**src/timer4_pkg.sv**
```systemverilog
package timer4_pkg;

   // Register indices on the 8-bit register port
   localparam logic [3:0] IDX_COUNTER = 4'h0;
   localparam logic [3:0] IDX_SHARED_HIGH = 4'h1;
   localparam logic [3:0] IDX_COMPARE_B = 4'h2;
   localparam logic [3:0] IDX_PERIOD_TOP = 4'h3;
   localparam logic [3:0] IDX_COMPARE_D = 4'h4;
   localparam logic [3:0] IDX_IRQ_MASK = 4'h5;
   localparam logic [3:0] IDX_IRQ_FLAGS = 4'h6;
   localparam logic [3:0] IDX_DEADTIME = 4'h7;

   // Mask and flag bit positions
   localparam int POS_MATCH_D = 7;
   localparam int POS_MATCH_A = 6;
   localparam int POS_MATCH_B = 5;
   localparam int POS_OVERFLOW = 2;
   localparam logic [7:0] IRQ_BITS_USED = 8'he4;

   // Dead-time field positions
   localparam int DT_HIGH_LSB = 4;
   localparam int DT_LOW_LSB = 0;

   // Compare channel slots
   localparam int CH_B = 0;
   localparam int CH_C = 1;
   localparam int CH_D = 2;

   // Reset values
   localparam logic [9:0] RESET_COUNTER = 10'h000;
   localparam logic [9:0] RESET_COMPARE = 10'h000;
   localparam logic [9:0] RESET_PERIOD_TOP = 10'h3ff;
   localparam logic [7:0] RESET_IRQ_MASK = 8'h00;
   localparam logic [7:0] RESET_DEADTIME = 8'h00;
   localparam logic [1:0] RESET_SHARED_HIGH = 2'h0;

   // Smallest period value the hardware keeps
   localparam logic [9:0] MIN_PERIOD_TOP = 10'h003;

   // Count direction
   typedef enum logic [1:0]
   {
      COUNT_UP = 2'b01,
      COUNT_DOWN = 2'b10
   } count_dir_type;

endpackage

```
**src/deadtime_if.sv**
```systemverilog
`timescale 1ns/1ns
interface deadtime_if;
   logic waveform;
   logic tick;
   logic [3:0] rise_delay;
   logic [3:0] fall_delay;
   logic high_out;
   logic low_out;

   modport source
   (
      output waveform,
      output tick,
      output rise_delay,
      output fall_delay,
      input high_out,
      input low_out
   );

   modport generator
   (
      input waveform,
      input tick,
      input rise_delay,
      input fall_delay,
      output high_out,
      output low_out
   );
endinterface

```
**src/timer4_compare_unit.sv**
```systemverilog
`timescale 1ns/1ns
module timer4_compare_unit
(
   // Clock and reset
   input wire logic ref_clk,
   input wire logic rst_n,
   // Register port
   input wire logic [3:0] reg_index,
   input wire logic reg_write,
   input wire logic reg_read,
   input wire logic [7:0] reg_wdata,
   output logic [7:0] reg_rdata,
   // Timer control from the rest of the timer
   input wire logic timer_tick,
   input wire logic pwm_enable,
   input wire logic [1:0] wave_mode,
   input wire logic match_a_event,
   // Interrupt controller
   input wire logic global_irq_enable,
   input wire logic vector_ack_d,
   input wire logic vector_ack_a,
   input wire logic vector_ack_b,
   input wire logic vector_ack_overflow,
   output logic irq_match_d,
   output logic irq_match_a,
   output logic irq_match_b,
   output logic irq_overflow,
   // Counter state and compare outputs
   output logic [9:0] counter_value,
   output logic match_b_pulse,
   output logic match_d_pulse,
   output logic top_match_pulse,
   output logic [3:0] compare_output_pin
);

   logic [1:0] shared_high_bits;
   logic [9:0] buffered_value [3];
   logic [9:0] active_value [3];
   logic [7:0] timer_irq_mask;
   logic [7:0] timer_irq_flags;
   logic [7:0] deadtime_value;
   timer4_pkg::count_dir_type count_dir;
   timer4_pkg::count_dir_type next_dir;
   logic [9:0] next_count;
   logic wrap_event;
   logic bottom_event;
   logic dual_slope;
   logic overflow_event;
   logic update_event;
   logic [9:0] wide_wdata;
   logic [9:0] period_wdata;
   logic match_b_sync;
   logic match_d_sync;
   logic match_a_sync;
   logic [3:0] flag_set;
   logic [3:0] flag_ack;
   logic [3:0] clear_pending;
   logic [3:0] flag_bit;
   logic [3:0] mask_bit;
   logic [7:0] read_value;
   logic wave_b;
   logic wave_d;

   // True for the registers that take part in the shared high-bits sequence
   function automatic logic is_wide_reg(input logic [3:0] idx);
      is_wide_reg = (idx == timer4_pkg::IDX_COUNTER) || (idx == timer4_pkg::IDX_COMPARE_B)
         || (idx == timer4_pkg::IDX_PERIOD_TOP) || (idx == timer4_pkg::IDX_COMPARE_D);
   endfunction

   function automatic logic write_to(input logic [3:0] idx);
      write_to = reg_write && (reg_index == idx);
   endfunction

   assign dual_slope = pwm_enable && wave_mode[0];
   assign wide_wdata = {shared_high_bits, reg_wdata};
   assign period_wdata = (wide_wdata < timer4_pkg::MIN_PERIOD_TOP)
      ? timer4_pkg::MIN_PERIOD_TOP : wide_wdata;

   // Next counter value, direction and boundary events
   always_comb
   begin
      next_count = counter_value;
      next_dir = count_dir;
      wrap_event = 1'b0;
      bottom_event = 1'b0;
      top_match_pulse = 1'b0;
      if (timer_tick)
      begin
         if (dual_slope)
         begin
            if (count_dir == timer4_pkg::COUNT_UP)
            begin
               if (counter_value >= active_value[timer4_pkg::CH_C])
               begin
                  top_match_pulse = 1'b1;
                  next_dir = timer4_pkg::COUNT_DOWN;
                  next_count = counter_value - 10'h001;
               end
               else
               begin
                  next_count = counter_value + 10'h001;
               end
            end
            else if (counter_value == 10'h000)
            begin
               next_dir = timer4_pkg::COUNT_UP;
               next_count = 10'h001;
            end
            else
            begin
               next_count = counter_value - 10'h001;
               if (counter_value == 10'h001)
               begin
                  bottom_event = 1'b1;
                  next_dir = timer4_pkg::COUNT_UP;
               end
            end
         end
         else if (counter_value >= active_value[timer4_pkg::CH_C])
         begin
            top_match_pulse = 1'b1;
            wrap_event = 1'b1;
            next_count = 10'h000;
         end
         else
         begin
            next_count = counter_value + 10'h001;
         end
      end
   end

   assign overflow_event = dual_slope ? bottom_event : wrap_event;
   assign update_event = dual_slope ? bottom_event : wrap_event;

   // Only a counting step can land on the value, never a register write
   // A counter load wins over the step, so the stepped value never lands
   assign match_b_pulse = timer_tick && (next_count != counter_value)
      && !(reg_write && (reg_index == timer4_pkg::IDX_COUNTER))
      && (next_count == active_value[timer4_pkg::CH_B]);
   assign match_d_pulse = timer_tick && (next_count != counter_value)
      && !(reg_write && (reg_index == timer4_pkg::IDX_COUNTER))
      && (next_count == active_value[timer4_pkg::CH_D]);

   // Counter; a software load restarts counting upward
   always_ff @(posedge ref_clk)
   begin
      if (!rst_n)
      begin
         counter_value <= timer4_pkg::RESET_COUNTER;
         count_dir <= timer4_pkg::COUNT_UP;
      end
      else if (write_to(timer4_pkg::IDX_COUNTER))
      begin
         counter_value <= wide_wdata;
         count_dir <= timer4_pkg::COUNT_UP;
      end
      else
      begin
         counter_value <= next_count;
         count_dir <= next_dir;
      end
   end

   // Compare values: buffered copy for reads, active copy for matching
   generate
      for (genvar ch = 0; ch < 3; ch++)
      begin : g_compare
         localparam logic [3:0] CH_IDX = (ch == timer4_pkg::CH_B) ? timer4_pkg::IDX_COMPARE_B
            : (ch == timer4_pkg::CH_C) ? timer4_pkg::IDX_PERIOD_TOP
            : timer4_pkg::IDX_COMPARE_D;
         localparam logic [9:0] CH_RESET = (ch == timer4_pkg::CH_C)
            ? timer4_pkg::RESET_PERIOD_TOP : timer4_pkg::RESET_COMPARE;
         logic [9:0] ch_wdata;
         assign ch_wdata = (ch == timer4_pkg::CH_C) ? period_wdata : wide_wdata;

         always_ff @(posedge ref_clk)
         begin
            if (!rst_n)
            begin
               buffered_value[ch] <= CH_RESET;
               active_value[ch] <= CH_RESET;
            end
            else if (write_to(CH_IDX))
            begin
               buffered_value[ch] <= ch_wdata;
               if (!pwm_enable)
               begin
                  active_value[ch] <= ch_wdata;
               end
            end
            else if (update_event)
            begin
               active_value[ch] <= buffered_value[ch];
            end
         end
      end
   endgenerate

   // Shared high bits: written directly, loaded by every wide low-byte read
   always_ff @(posedge ref_clk)
   begin
      if (!rst_n)
      begin
         shared_high_bits <= timer4_pkg::RESET_SHARED_HIGH;
      end
      else if (write_to(timer4_pkg::IDX_SHARED_HIGH))
      begin
         shared_high_bits <= reg_wdata[1:0];
      end
      else if (reg_read && is_wide_reg(reg_index))
      begin
         case (reg_index)
            timer4_pkg::IDX_COUNTER: shared_high_bits <= counter_value[9:8];
            timer4_pkg::IDX_COMPARE_B: shared_high_bits <= buffered_value[0][9:8];
            timer4_pkg::IDX_PERIOD_TOP: shared_high_bits <= buffered_value[1][9:8];
            timer4_pkg::IDX_COMPARE_D: shared_high_bits <= buffered_value[2][9:8];
            default: shared_high_bits <= shared_high_bits;
         endcase
      end
   end

   // Mask and dead-time registers
   always_ff @(posedge ref_clk)
   begin
      if (!rst_n)
      begin
         timer_irq_mask <= timer4_pkg::RESET_IRQ_MASK;
      end
      else if (write_to(timer4_pkg::IDX_IRQ_MASK))
      begin
         timer_irq_mask <= reg_wdata & timer4_pkg::IRQ_BITS_USED;
      end
   end

   always_ff @(posedge ref_clk)
   begin
      if (!rst_n)
      begin
         deadtime_value <= timer4_pkg::RESET_DEADTIME;
      end
      else if (write_to(timer4_pkg::IDX_DEADTIME))
      begin
         deadtime_value <= reg_wdata;
      end
   end

   // Synchronising stage between a match and its flag
   always_ff @(posedge ref_clk)
   begin
      if (!rst_n)
      begin
         match_b_sync <= 1'b0;
         match_d_sync <= 1'b0;
         match_a_sync <= 1'b0;
      end
      else
      begin
         match_b_sync <= match_b_pulse;
         match_d_sync <= match_d_pulse;
         match_a_sync <= match_a_event;
      end
   end

   // Slot order: 3 = D, 2 = A, 1 = B, 0 = overflow
   assign flag_set = {match_d_sync, match_a_sync, match_b_sync, overflow_event};
   assign flag_ack = {vector_ack_d, vector_ack_a, vector_ack_b, vector_ack_overflow};
   assign mask_bit = {timer_irq_mask[timer4_pkg::POS_MATCH_D],
      timer_irq_mask[timer4_pkg::POS_MATCH_A],
      timer_irq_mask[timer4_pkg::POS_MATCH_B],
      timer_irq_mask[timer4_pkg::POS_OVERFLOW]};

   generate
      for (genvar f = 0; f < 4; f++)
      begin : g_flag
         localparam int POS = (f == 3) ? timer4_pkg::POS_MATCH_D
            : (f == 2) ? timer4_pkg::POS_MATCH_A
            : (f == 1) ? timer4_pkg::POS_MATCH_B : timer4_pkg::POS_OVERFLOW;

         // Write-one clear lands one cycle late; a new set always wins
         always_ff @(posedge ref_clk)
         begin
            if (!rst_n)
            begin
               clear_pending[f] <= 1'b0;
               flag_bit[f] <= 1'b0;
            end
            else
            begin
               clear_pending[f] <= write_to(timer4_pkg::IDX_IRQ_FLAGS)
                  && reg_wdata[POS];
               flag_bit[f] <= flag_set[f]
                  || (flag_bit[f] && !clear_pending[f] && !flag_ack[f]);
            end
         end
      end
   endgenerate

   always_comb
   begin
      timer_irq_flags = 8'h00;
      timer_irq_flags[timer4_pkg::POS_MATCH_D] = flag_bit[3];
      timer_irq_flags[timer4_pkg::POS_MATCH_A] = flag_bit[2];
      timer_irq_flags[timer4_pkg::POS_MATCH_B] = flag_bit[1];
      timer_irq_flags[timer4_pkg::POS_OVERFLOW] = flag_bit[0];
   end

   // Requests follow global enable, mask and flag together
   assign irq_match_d = global_irq_enable && mask_bit[3] && flag_bit[3];
   assign irq_match_a = global_irq_enable && mask_bit[2] && flag_bit[2];
   assign irq_match_b = global_irq_enable && mask_bit[1] && flag_bit[1];
   assign irq_overflow = global_irq_enable && mask_bit[0] && flag_bit[0];

   // Read data
   always_comb
   begin
      case (reg_index)
         timer4_pkg::IDX_COUNTER: read_value = counter_value[7:0];
         timer4_pkg::IDX_SHARED_HIGH: read_value = {6'h00, shared_high_bits};
         timer4_pkg::IDX_COMPARE_B: read_value = buffered_value[0][7:0];
         timer4_pkg::IDX_PERIOD_TOP: read_value = buffered_value[1][7:0];
         timer4_pkg::IDX_COMPARE_D: read_value = buffered_value[2][7:0];
         timer4_pkg::IDX_IRQ_MASK: read_value = timer_irq_mask;
         timer4_pkg::IDX_IRQ_FLAGS: read_value = timer_irq_flags;
         timer4_pkg::IDX_DEADTIME: read_value = deadtime_value;
         default: read_value = 8'h00;
      endcase
   end

   always_ff @(posedge ref_clk)
   begin
      if (!rst_n)
      begin
         reg_rdata <= 8'h00;
      end
      else if (reg_read)
      begin
         reg_rdata <= read_value;
      end
   end

   // Waveforms: high while the counter sits below the compare value
   always_ff @(posedge ref_clk)
   begin
      if (!rst_n)
      begin
         wave_b <= 1'b0;
         wave_d <= 1'b0;
      end
      else
      begin
         wave_b <= counter_value < active_value[timer4_pkg::CH_B];
         wave_d <= counter_value < active_value[timer4_pkg::CH_D];
      end
   end

   // One dead-time pair each for channels B and D, both sharing the same field settings
   deadtime_if dt_link [2] ();

   generate
      for (genvar p = 0; p < 2; p++)
      begin : g_deadtime
         assign dt_link[p].waveform = (p == 0) ? wave_b : wave_d;
         assign dt_link[p].tick = timer_tick;
         assign dt_link[p].rise_delay = deadtime_value[timer4_pkg::DT_HIGH_LSB +: 4];
         assign dt_link[p].fall_delay = deadtime_value[timer4_pkg::DT_LOW_LSB +: 4];
         assign compare_output_pin[2 * p] = dt_link[p].high_out;
         assign compare_output_pin[2 * p + 1] = dt_link[p].low_out;

         deadtime_gen u_deadtime
         (
            .ref_clk(ref_clk),
            .rst_n(rst_n),
            .link(dt_link[p])
         );
      end
   endgenerate

endmodule

```
**src/deadtime_gen.sv**
```systemverilog
`timescale 1ns/1ns
module deadtime_gen
(
   // Clock and reset
   input wire logic ref_clk,
   input wire logic rst_n,
   // Waveform and complementary outputs
   deadtime_if.generator link
);

   logic wave_seen;
   logic [3:0] hold;

   // Both sides stay off while the gap runs out, so they never overlap
   always_ff @(posedge ref_clk)
   begin
      if (!rst_n)
      begin
         wave_seen <= 1'b0;
         hold <= 4'h0;
         link.high_out <= 1'b0;
         link.low_out <= 1'b0;
      end
      else if (link.waveform != wave_seen)
      begin
         wave_seen <= link.waveform;
         hold <= link.waveform ? link.rise_delay : link.fall_delay;
         link.high_out <= 1'b0;
         link.low_out <= 1'b0;
      end
      else if (hold != 4'h0)
      begin
         if (link.tick)
         begin
            hold <= hold - 4'h1;
         end
      end
      else
      begin
         link.high_out <= wave_seen;
         link.low_out <= ~wave_seen;
      end
   end

endmodule

```
**config.mk**
```make
export PLATFORM = sky130hd
export DESIGN_NAME = timer4_compare_unit
export DESIGN_NICKNAME = d
export VERILOG_FILES = /design/src/timer4_pkg.sv /design/src/deadtime_if.sv /design/src/timer4_compare_unit.sv /design/src/deadtime_gen.sv
export SDC_FILE = /design/constraint.sdc
export NUM_CORES = 1
export LEC_CHECK = 0
export BUFFER_PORTS_ARGS = -buffer_cell sky130_fd_sc_hd__buf_2
export CAP_MARGIN = 30
export CORE_UTILIZATION = 45
export DETAILED_ROUTE_END_ITERATION = 7
export PLACE_DENSITY = 0.6
export SETUP_SLACK_MARGIN = 0.15
export SYNTH_ARGS = -nofsm -noshare
export SYNTH_HDL_FRONTEND = slang
export SYNTH_SLANG_ARGS = --single-unit
```
**constraint.sdc**
```tcl
create_clock -name ref_clk -period 10.9 [get_ports ref_clk]
set_input_delay 2.18 -clock ref_clk [delete_from_list [all_inputs] [get_ports ref_clk]]
set_output_delay 2.18 -clock ref_clk [all_outputs]
set_load 0.01 [all_outputs]
```
==> results of run 1 <==
==> metrics by stage <==
stage               hold WS [ps]  util (%)  instances
floorplan                  413.0         -        907
global placement           431.6     47.84       1132
detailed placement         437.6     47.84       1132
CTS                        450.6     51.74       1164
global route               469.7     51.74       1164
finish                     443.9     51.74       1164
==> metal layers <==
| layer | up-vias | GRT usage, % | share of wire, % |
|---|---|---|---|
| met1 | 3531 | 40.24 | 43 |
| met3 | 64 | 5.143 | 7.6 |
| met2 | 355 | 46.63 | 46 |
| met4 | 0 | 11.92 | 2.9 |
| li1 | 3415 | - | - |
| met5 | - | 0 | 0 |
==> cells in the final DEF (no fill, tap or decap), types with 8 or more instances in the layout <==
cell type,n
buf_4,13
a211oi_1,14
o22ai_1,9
nor4_1,13
o21ai_0,42
o22a_1,13
nand2b_1,13
xor2_1,8
mux2i_1,11
inv_1,46
clkbuf_16,17
nor2b_1,13
a22o_1,18
nand2_1,80
nor3_1,17
or2_2,11
nand3_1,34
dfxtp_1,61
a221oi_1,14
a31oi_1,14
nor2_1,83
buf_2,53
and3_1,20
ha_1,36
a21oi_1,65
xnor2_1,20
o211ai_1,9
edfxtp_1,60
==> worst max path at each step <==
stage               startpoint       endpoint  slack, ps
global route        pwm_enable  match_d_pulse       3270
CTS                 pwm_enable  match_d_pulse       3510
floorplan           pwm_enable  match_b_pulse       4630
global placement    pwm_enable  match_d_pulse       3490
finish              pwm_enable  match_d_pulse       3350
detailed placement  pwm_enable  match_d_pulse       3520
==> kinds of logic (layout without fill, tap and decap cells) <==
family | count (synthesis) | count (layout)
flip-flops | 121 | 121
XOR/XNOR | 28 | 28
adder cells (fa/ha/maj) | 36 | 36
AO/OA/AOI/OAI | 267 | 267
AND/OR/NAND/NOR | 325 | 325
buffers and inverters | 112 | 144
multiplexers | 18 | 18
==> state kept, by name (all words and copies together) (netlist names), 4 cells and up <==
name / count
deadtime_value: 8
g_deadtime.u_deadtime.hold: 8
active_value: 30
reg_rdata: 8
counter_value: 10
flag_bit: 4
timer_irq_mask: 4
clear_pending: 4
buffered_value: 30
==> power by group through the flow <==
stage / Combinational, mW / Clock [mW] / Sequential [mW]
2_1_floorplan: 0.155 / 0 / 0.525
3_3_place_gp: 0.204 / 0 / 0.537
3_5_place_dp: 0.204 / 0 / 0.536
4_1_cts: 0.205 / 0.651 / 0.527
5_1_grt: 0.229 / 0.670 / 0.530
6_report: 0.209 / 0.643 / 0.528
==> cell type report <==
class | instances | area [um^2]
Clock buffer | 18 | 429.2
Clock inverter | 14 | 244.0
Fill cell | 1616 | 8318
Inverter | 46 | 172.7
Multi-Input combinational cell | 674 | 4405
Sequential cell | 121 | 3023
Tap cell | 225 | 281.5
Timing Repair Buffer | 66 | 362.8
==> worst min-delay path: cells and delay by family, from the launching register on <==
family / cells / cell delay, ps
flip-flops: 1 / 310
AO/OA/AOI/OAI: 1 / 40
AND/OR/NAND/NOR: 1 / 70
==> impl_metrics.ini, run 1 <==
[hold_path]
hp-start = match_a_sync$_SDFF_PN0_
hp-class = reg2reg
hold_end = flag_bit[2]$_SDFF_PN0_
hold_depth = 2

[placement]
dpl.hpwl_mm = 18.37
pre_cts_slack_ps = 3520
io_buffers = 53
gp_congestion = 1.012
place_area_um2 = 8245

[cells_and_area]
antenna_cells = 0
layout-drive-gt1-share_pct = 14.06
design_area_um2 = 8919
syn2layout_area_growth_pct = 12.96
nNetsFinal = 988

[die]
core-area_um2 = 17240
fp.dieW_um = 134.5
row_count = 48
start_util_pct = 45.80
pin_count = 55
die-area_um2 = 18080
die_h_um = 134.5

[logic_synthesis]
synth_compound_gate_area_share_pct = 23.68
synth_top_area_cell = edfxtp_1
yosys_warnings = 0
synth-edff-count = 60
synth_common_cells = 83 x nor2_1, 80 x nand2_1, 65 x a21oi_1, 61 x dfxtp_1, 60 x edfxtp_1
syn_nets = 969
synthSimpleGateAreaFrac_pct = 20.92
synth-xor-area-share_pct = 3.106
synthFlopType = dfxtp_1
synth-adder-area-share_pct = 5.705
avgSynthCellArea_um2 = 8.705
synthMuxAreaShare_pct = 2.393
ys_async_sr_fraction_pct = 0
synth-seq-cells = 121
synth_top_family_by_area = compound AO/OA/AOI/OAI gates
synth_cell_types = 74
netlist.area_leader.share_pct = 22.82
synth_area_leaders = edfxtp_1 23%, dfxtp_1 15%, ha_1 5.7%, a21oi_1 4.1%, nor2_1 3.9%
yosys.cell_count.top_type = nor2_1
synthCells = 907
syn-cell-area_um2 = 7895
yosysSeqAreaShare_pct = 38.29

[detailed_routing]
first_pass_iters = 6
vias = 7365
drc = 0
antenna_left = 0
via_per_inst = 6.327
drt_iter0_markers = 950
wire_per_inst_um = 22.53
routed_wirelength_mm = 26.23

[critical_path]
reg2reg_slack_ps = 6610
critPathSlowestCell = a31oi_1
r2r_cells = 11
r2r-end = match_d_sync$_SDFF_PN0_
path_depth = 10
critical_path_class = in2out
crit_buf_inv = 2
crit_chain = buf_2 -> nand2_1 -> a31oi_1 -> nand2b_1 -> o211a_1 -> nor4_1 -> o2111ai_1 -> nor4_1 -> nor3b_2 -> buf_2
critPathMaxFanout = 11
end_kind = primary output
max_stage_delay_ps = 800
crit_family = simple AND/OR/NAND/NOR gates
crit_arrival_ps = 5370
worstReg2RegStart = counter_value[0]$_SDFF_PN0_
critPathRequiredTime_ps = 8720
cp-start-kind = input pin

[cts]
tritoncts = done
clk_path_buf_depth = 2
holdBufCountCts = 0
clock_latency_ps = 430
cts_root_buf = clkbuf_16
clk_pin_slew_worst_paths_ps = 60
htree_levels = 4
clkSinkCount = 121
cts_buffers = 17
post-cts-setup-buffer-count = 0
cts_resized = 0

[sta]
max_freq_ghz = 0.1324
setup_slack_ps = 3349
fin_crit_sh_pct = 69.27
finClkSkew_ps = 21.23
drv_slew = 0
rsz0062_at_grt = false
setup_viol = 0
max_slew.worst_pin.slew_ps = 1023
hold_viol = 0
finalSetupTns_ps = 0
period_minus_slack_ps = 7551
max-slew-margin-rel_pct = 31.47

[global_route]
grt_max_degree = 47
grt_pass1_vias = 6607
antenna_found_initial = 0
track_usage_pct = 29.58
gr-total-overflow = 0
grt_pass1_wl_mm = 39.81

[pwr]
seqPwrFrac_pct = 38.3
power.share.clock_pct = 46.6
total_leakage_power_nw = 3.545
intPower_mw = 1.009
irDropWorstVdd_uv = 111.7
power_frac_comb_pct = 15.2
p_total_mw = 1.380
p_sw_uw = 370.4
switching_share_pct = 26.85
power_density_nw_per_um2 = 154.7

[flow_run]
cap_violations = 0

[outcome]
status = finished clean
(Power assumes the default switching activity.)
==> run 2: changes to the inputs <==
- clock period: 10.9 -> 7.4 ns (I/O delays scaled with it)
==> impl_metrics.ini, run 2 (synthesis results as in run 1) <==
[outcome]
status = finished clean

[sta]
whs_ps = 436.3
max-slew-margin-rel_pct = 32.25
max_slew.worst_pin.slew_ps = 1011
fin_crit_sh_pct = 84.04
hold_viol = 0
setup_viol = 0
max_freq_ghz = 0.1608
finClkSkew_ps = 6.930
rsz0062_at_grt = false
drv_slew = 0
period_minus_slack_ps = 6219
finalSetupTns_ps = 0

[detailed_routing]
routed_wirelength_mm = 26.14
first_pass_iters = 6
drt_iter0_markers = 801
via_per_inst = 6.246
antenna_left = 0
vias = 7270
wire_per_inst_um = 22.45
drc = 0

[global_route]
antenna_found_initial = 0
track_usage_pct = 29.67
grt_pass1_wl_mm = 39.86
grt_max_degree = 47
gr-total-overflow = 0
grt_pass1_vias = 6767

[cells_and_area]
layout_common_cells = 83 x nor2_1, 80 x nand2_1, 65 x a21oi_1, 61 x dfxtp_1, 60 x edfxtp_1
top_regs = active_value x30, buffered_value x30, counter_value x10
nNetsFinal = 988
layout-drive-gt1-share_pct = 13.95
antenna_cells = 0
layout_commonest_cell = nor2_1
nFillCells = 1666
final_cell_count_no_fill = 1164
syn2layout_area_growth_pct = 11.74
finish.utilization_pct = 51.18

[cts]
clock_latency_ps = 410
tritoncts = done
clk_pin_slew_worst_paths_ps = 60
cts_resized = 0
cts_root_buf = clkbuf_16
post-cts-setup-buffer-count = 0
clk_path_buf_depth = 2
clkSinkCount = 121
holdBufCountCts = 0
htree_levels = 4
cts_buffers = 17

[pwr]
intPower_mw = 1.347
p_sw_uw = 544.4
power_frac_comb_pct = 16.3
total_leakage_power_nw = 3.494
p_total_mw = 1.891
seqPwrFrac_pct = 41.1
power_density_nw_per_um2 = 214.4
power.share.clock_pct = 42.6
irDropWorstVdd_uv = 167.1
switching_share_pct = 28.79

[critical_path]
critPathRequiredTime_ps = 5920
worstReg2RegStart = counter_value[6]$_SDFF_PN0_
critPathMaxFanout = 15
crit_arrival_ps = 4740
reg2reg_slack_ps = 3210
cp-start-kind = register
end_kind = primary output
critical_path_class = reg2out
r2r_cells = 10
r2r-end = match_d_sync$_SDFF_PN0_

[die]
pin_count = 55
row_count = 48
die_h_um = 134.5
start_util_pct = 45.80
fp.dieW_um = 134.5
core-area_um2 = 17240
die-area_um2 = 18080

[flow_run]
cap_violations = 0

[placement]
gp_congestion = 0.9910
io_buffers = 53
placedCellCount = 1132
dpl.hpwl_mm = 18.44

[hold_path]
hp-class = reg2reg
hold_end = flag_bit[2]$_SDFF_PN0_
hold_depth = 2
hp-start = match_a_sync$_SDFF_PN0_
run 2: worst max-delay path, cell delays in order, from the launching register on:
cell and delay, ps:
dfxtp_1 960, ha_1 370, nand2_1 60, nor2_1 80, a31o_2 300, nor3_2 810
a221oi_1 220, o22ai_1 450, o22ai_1 200, nor4_1 370, nor3b_2 310, buf_2 180
run 2: how the worst max path moves through the flow:
stage	from	to	slack (ps)	cells past startpoint
6_report	counter_value[6]$_SDFF_PN0_	match_d_pulse	1180	11
4_1_cts	counter_value[6]$_SDFF_PN0_	match_d_pulse	1420	11
3_3_place_gp	timer_tick	match_b_pulse	1480	9
2_1_floorplan	pwm_enable	match_b_pulse	2530	9
3_5_place_dp	timer_tick	match_b_pulse	1540	9
5_1_grt	counter_value[6]$_SDFF_PN0_	match_d_pulse	1110	11
run 2: routing by layer:
layer / vias up / track usage [%] / share of wire (%)
met5: - / 0 / 0
met4: 0 / 15.29 / 4.0
met3: 72 / 4.167 / 6.7
met2: 338 / 46.60 / 46
met1: 3456 / 39.86 / 43
li1: 3404 / - / -
run 2: layout make-up:
type | instances | area [um^2] | share of cell area, %
inverters | 46 | 172.7 | 1.957
clock buffers | 17 | 425.4 | 4.822
repair buffers | 66 | 362.8 | 4.113
multi-input cells | 674 | 4405 | 49.94
clock inverters | 15 | 151.4 | 1.716
well taps | 225 | 281.5 | 3.191
flip-flops and latches | 121 | 3023 | 34.26
run 2: per-stage QoR:
stage	cell area [um^2]	setup WS, ps
finish	8822	1181
global route	8822	1110
CTS	8822	1419
detailed placement	8245	1538
global placement	8245	1484
floorplan	7895	2532
run 2: power groups by stage:
| stage | Clock [mW] | Combinational (mW) | Sequential [mW] |
|---|---|---|---|
| floorplan | 0 | 0.228 | 0.773 |
| global placement | 0 | 0.303 | 0.790 |
| detailed placement | 0 | 0.303 | 0.790 |
| CTS | 0.815 | 0.304 | 0.776 |
| global route | 0.846 | 0.338 | 0.781 |
| finish | 0.806 | 0.308 | 0.778 |
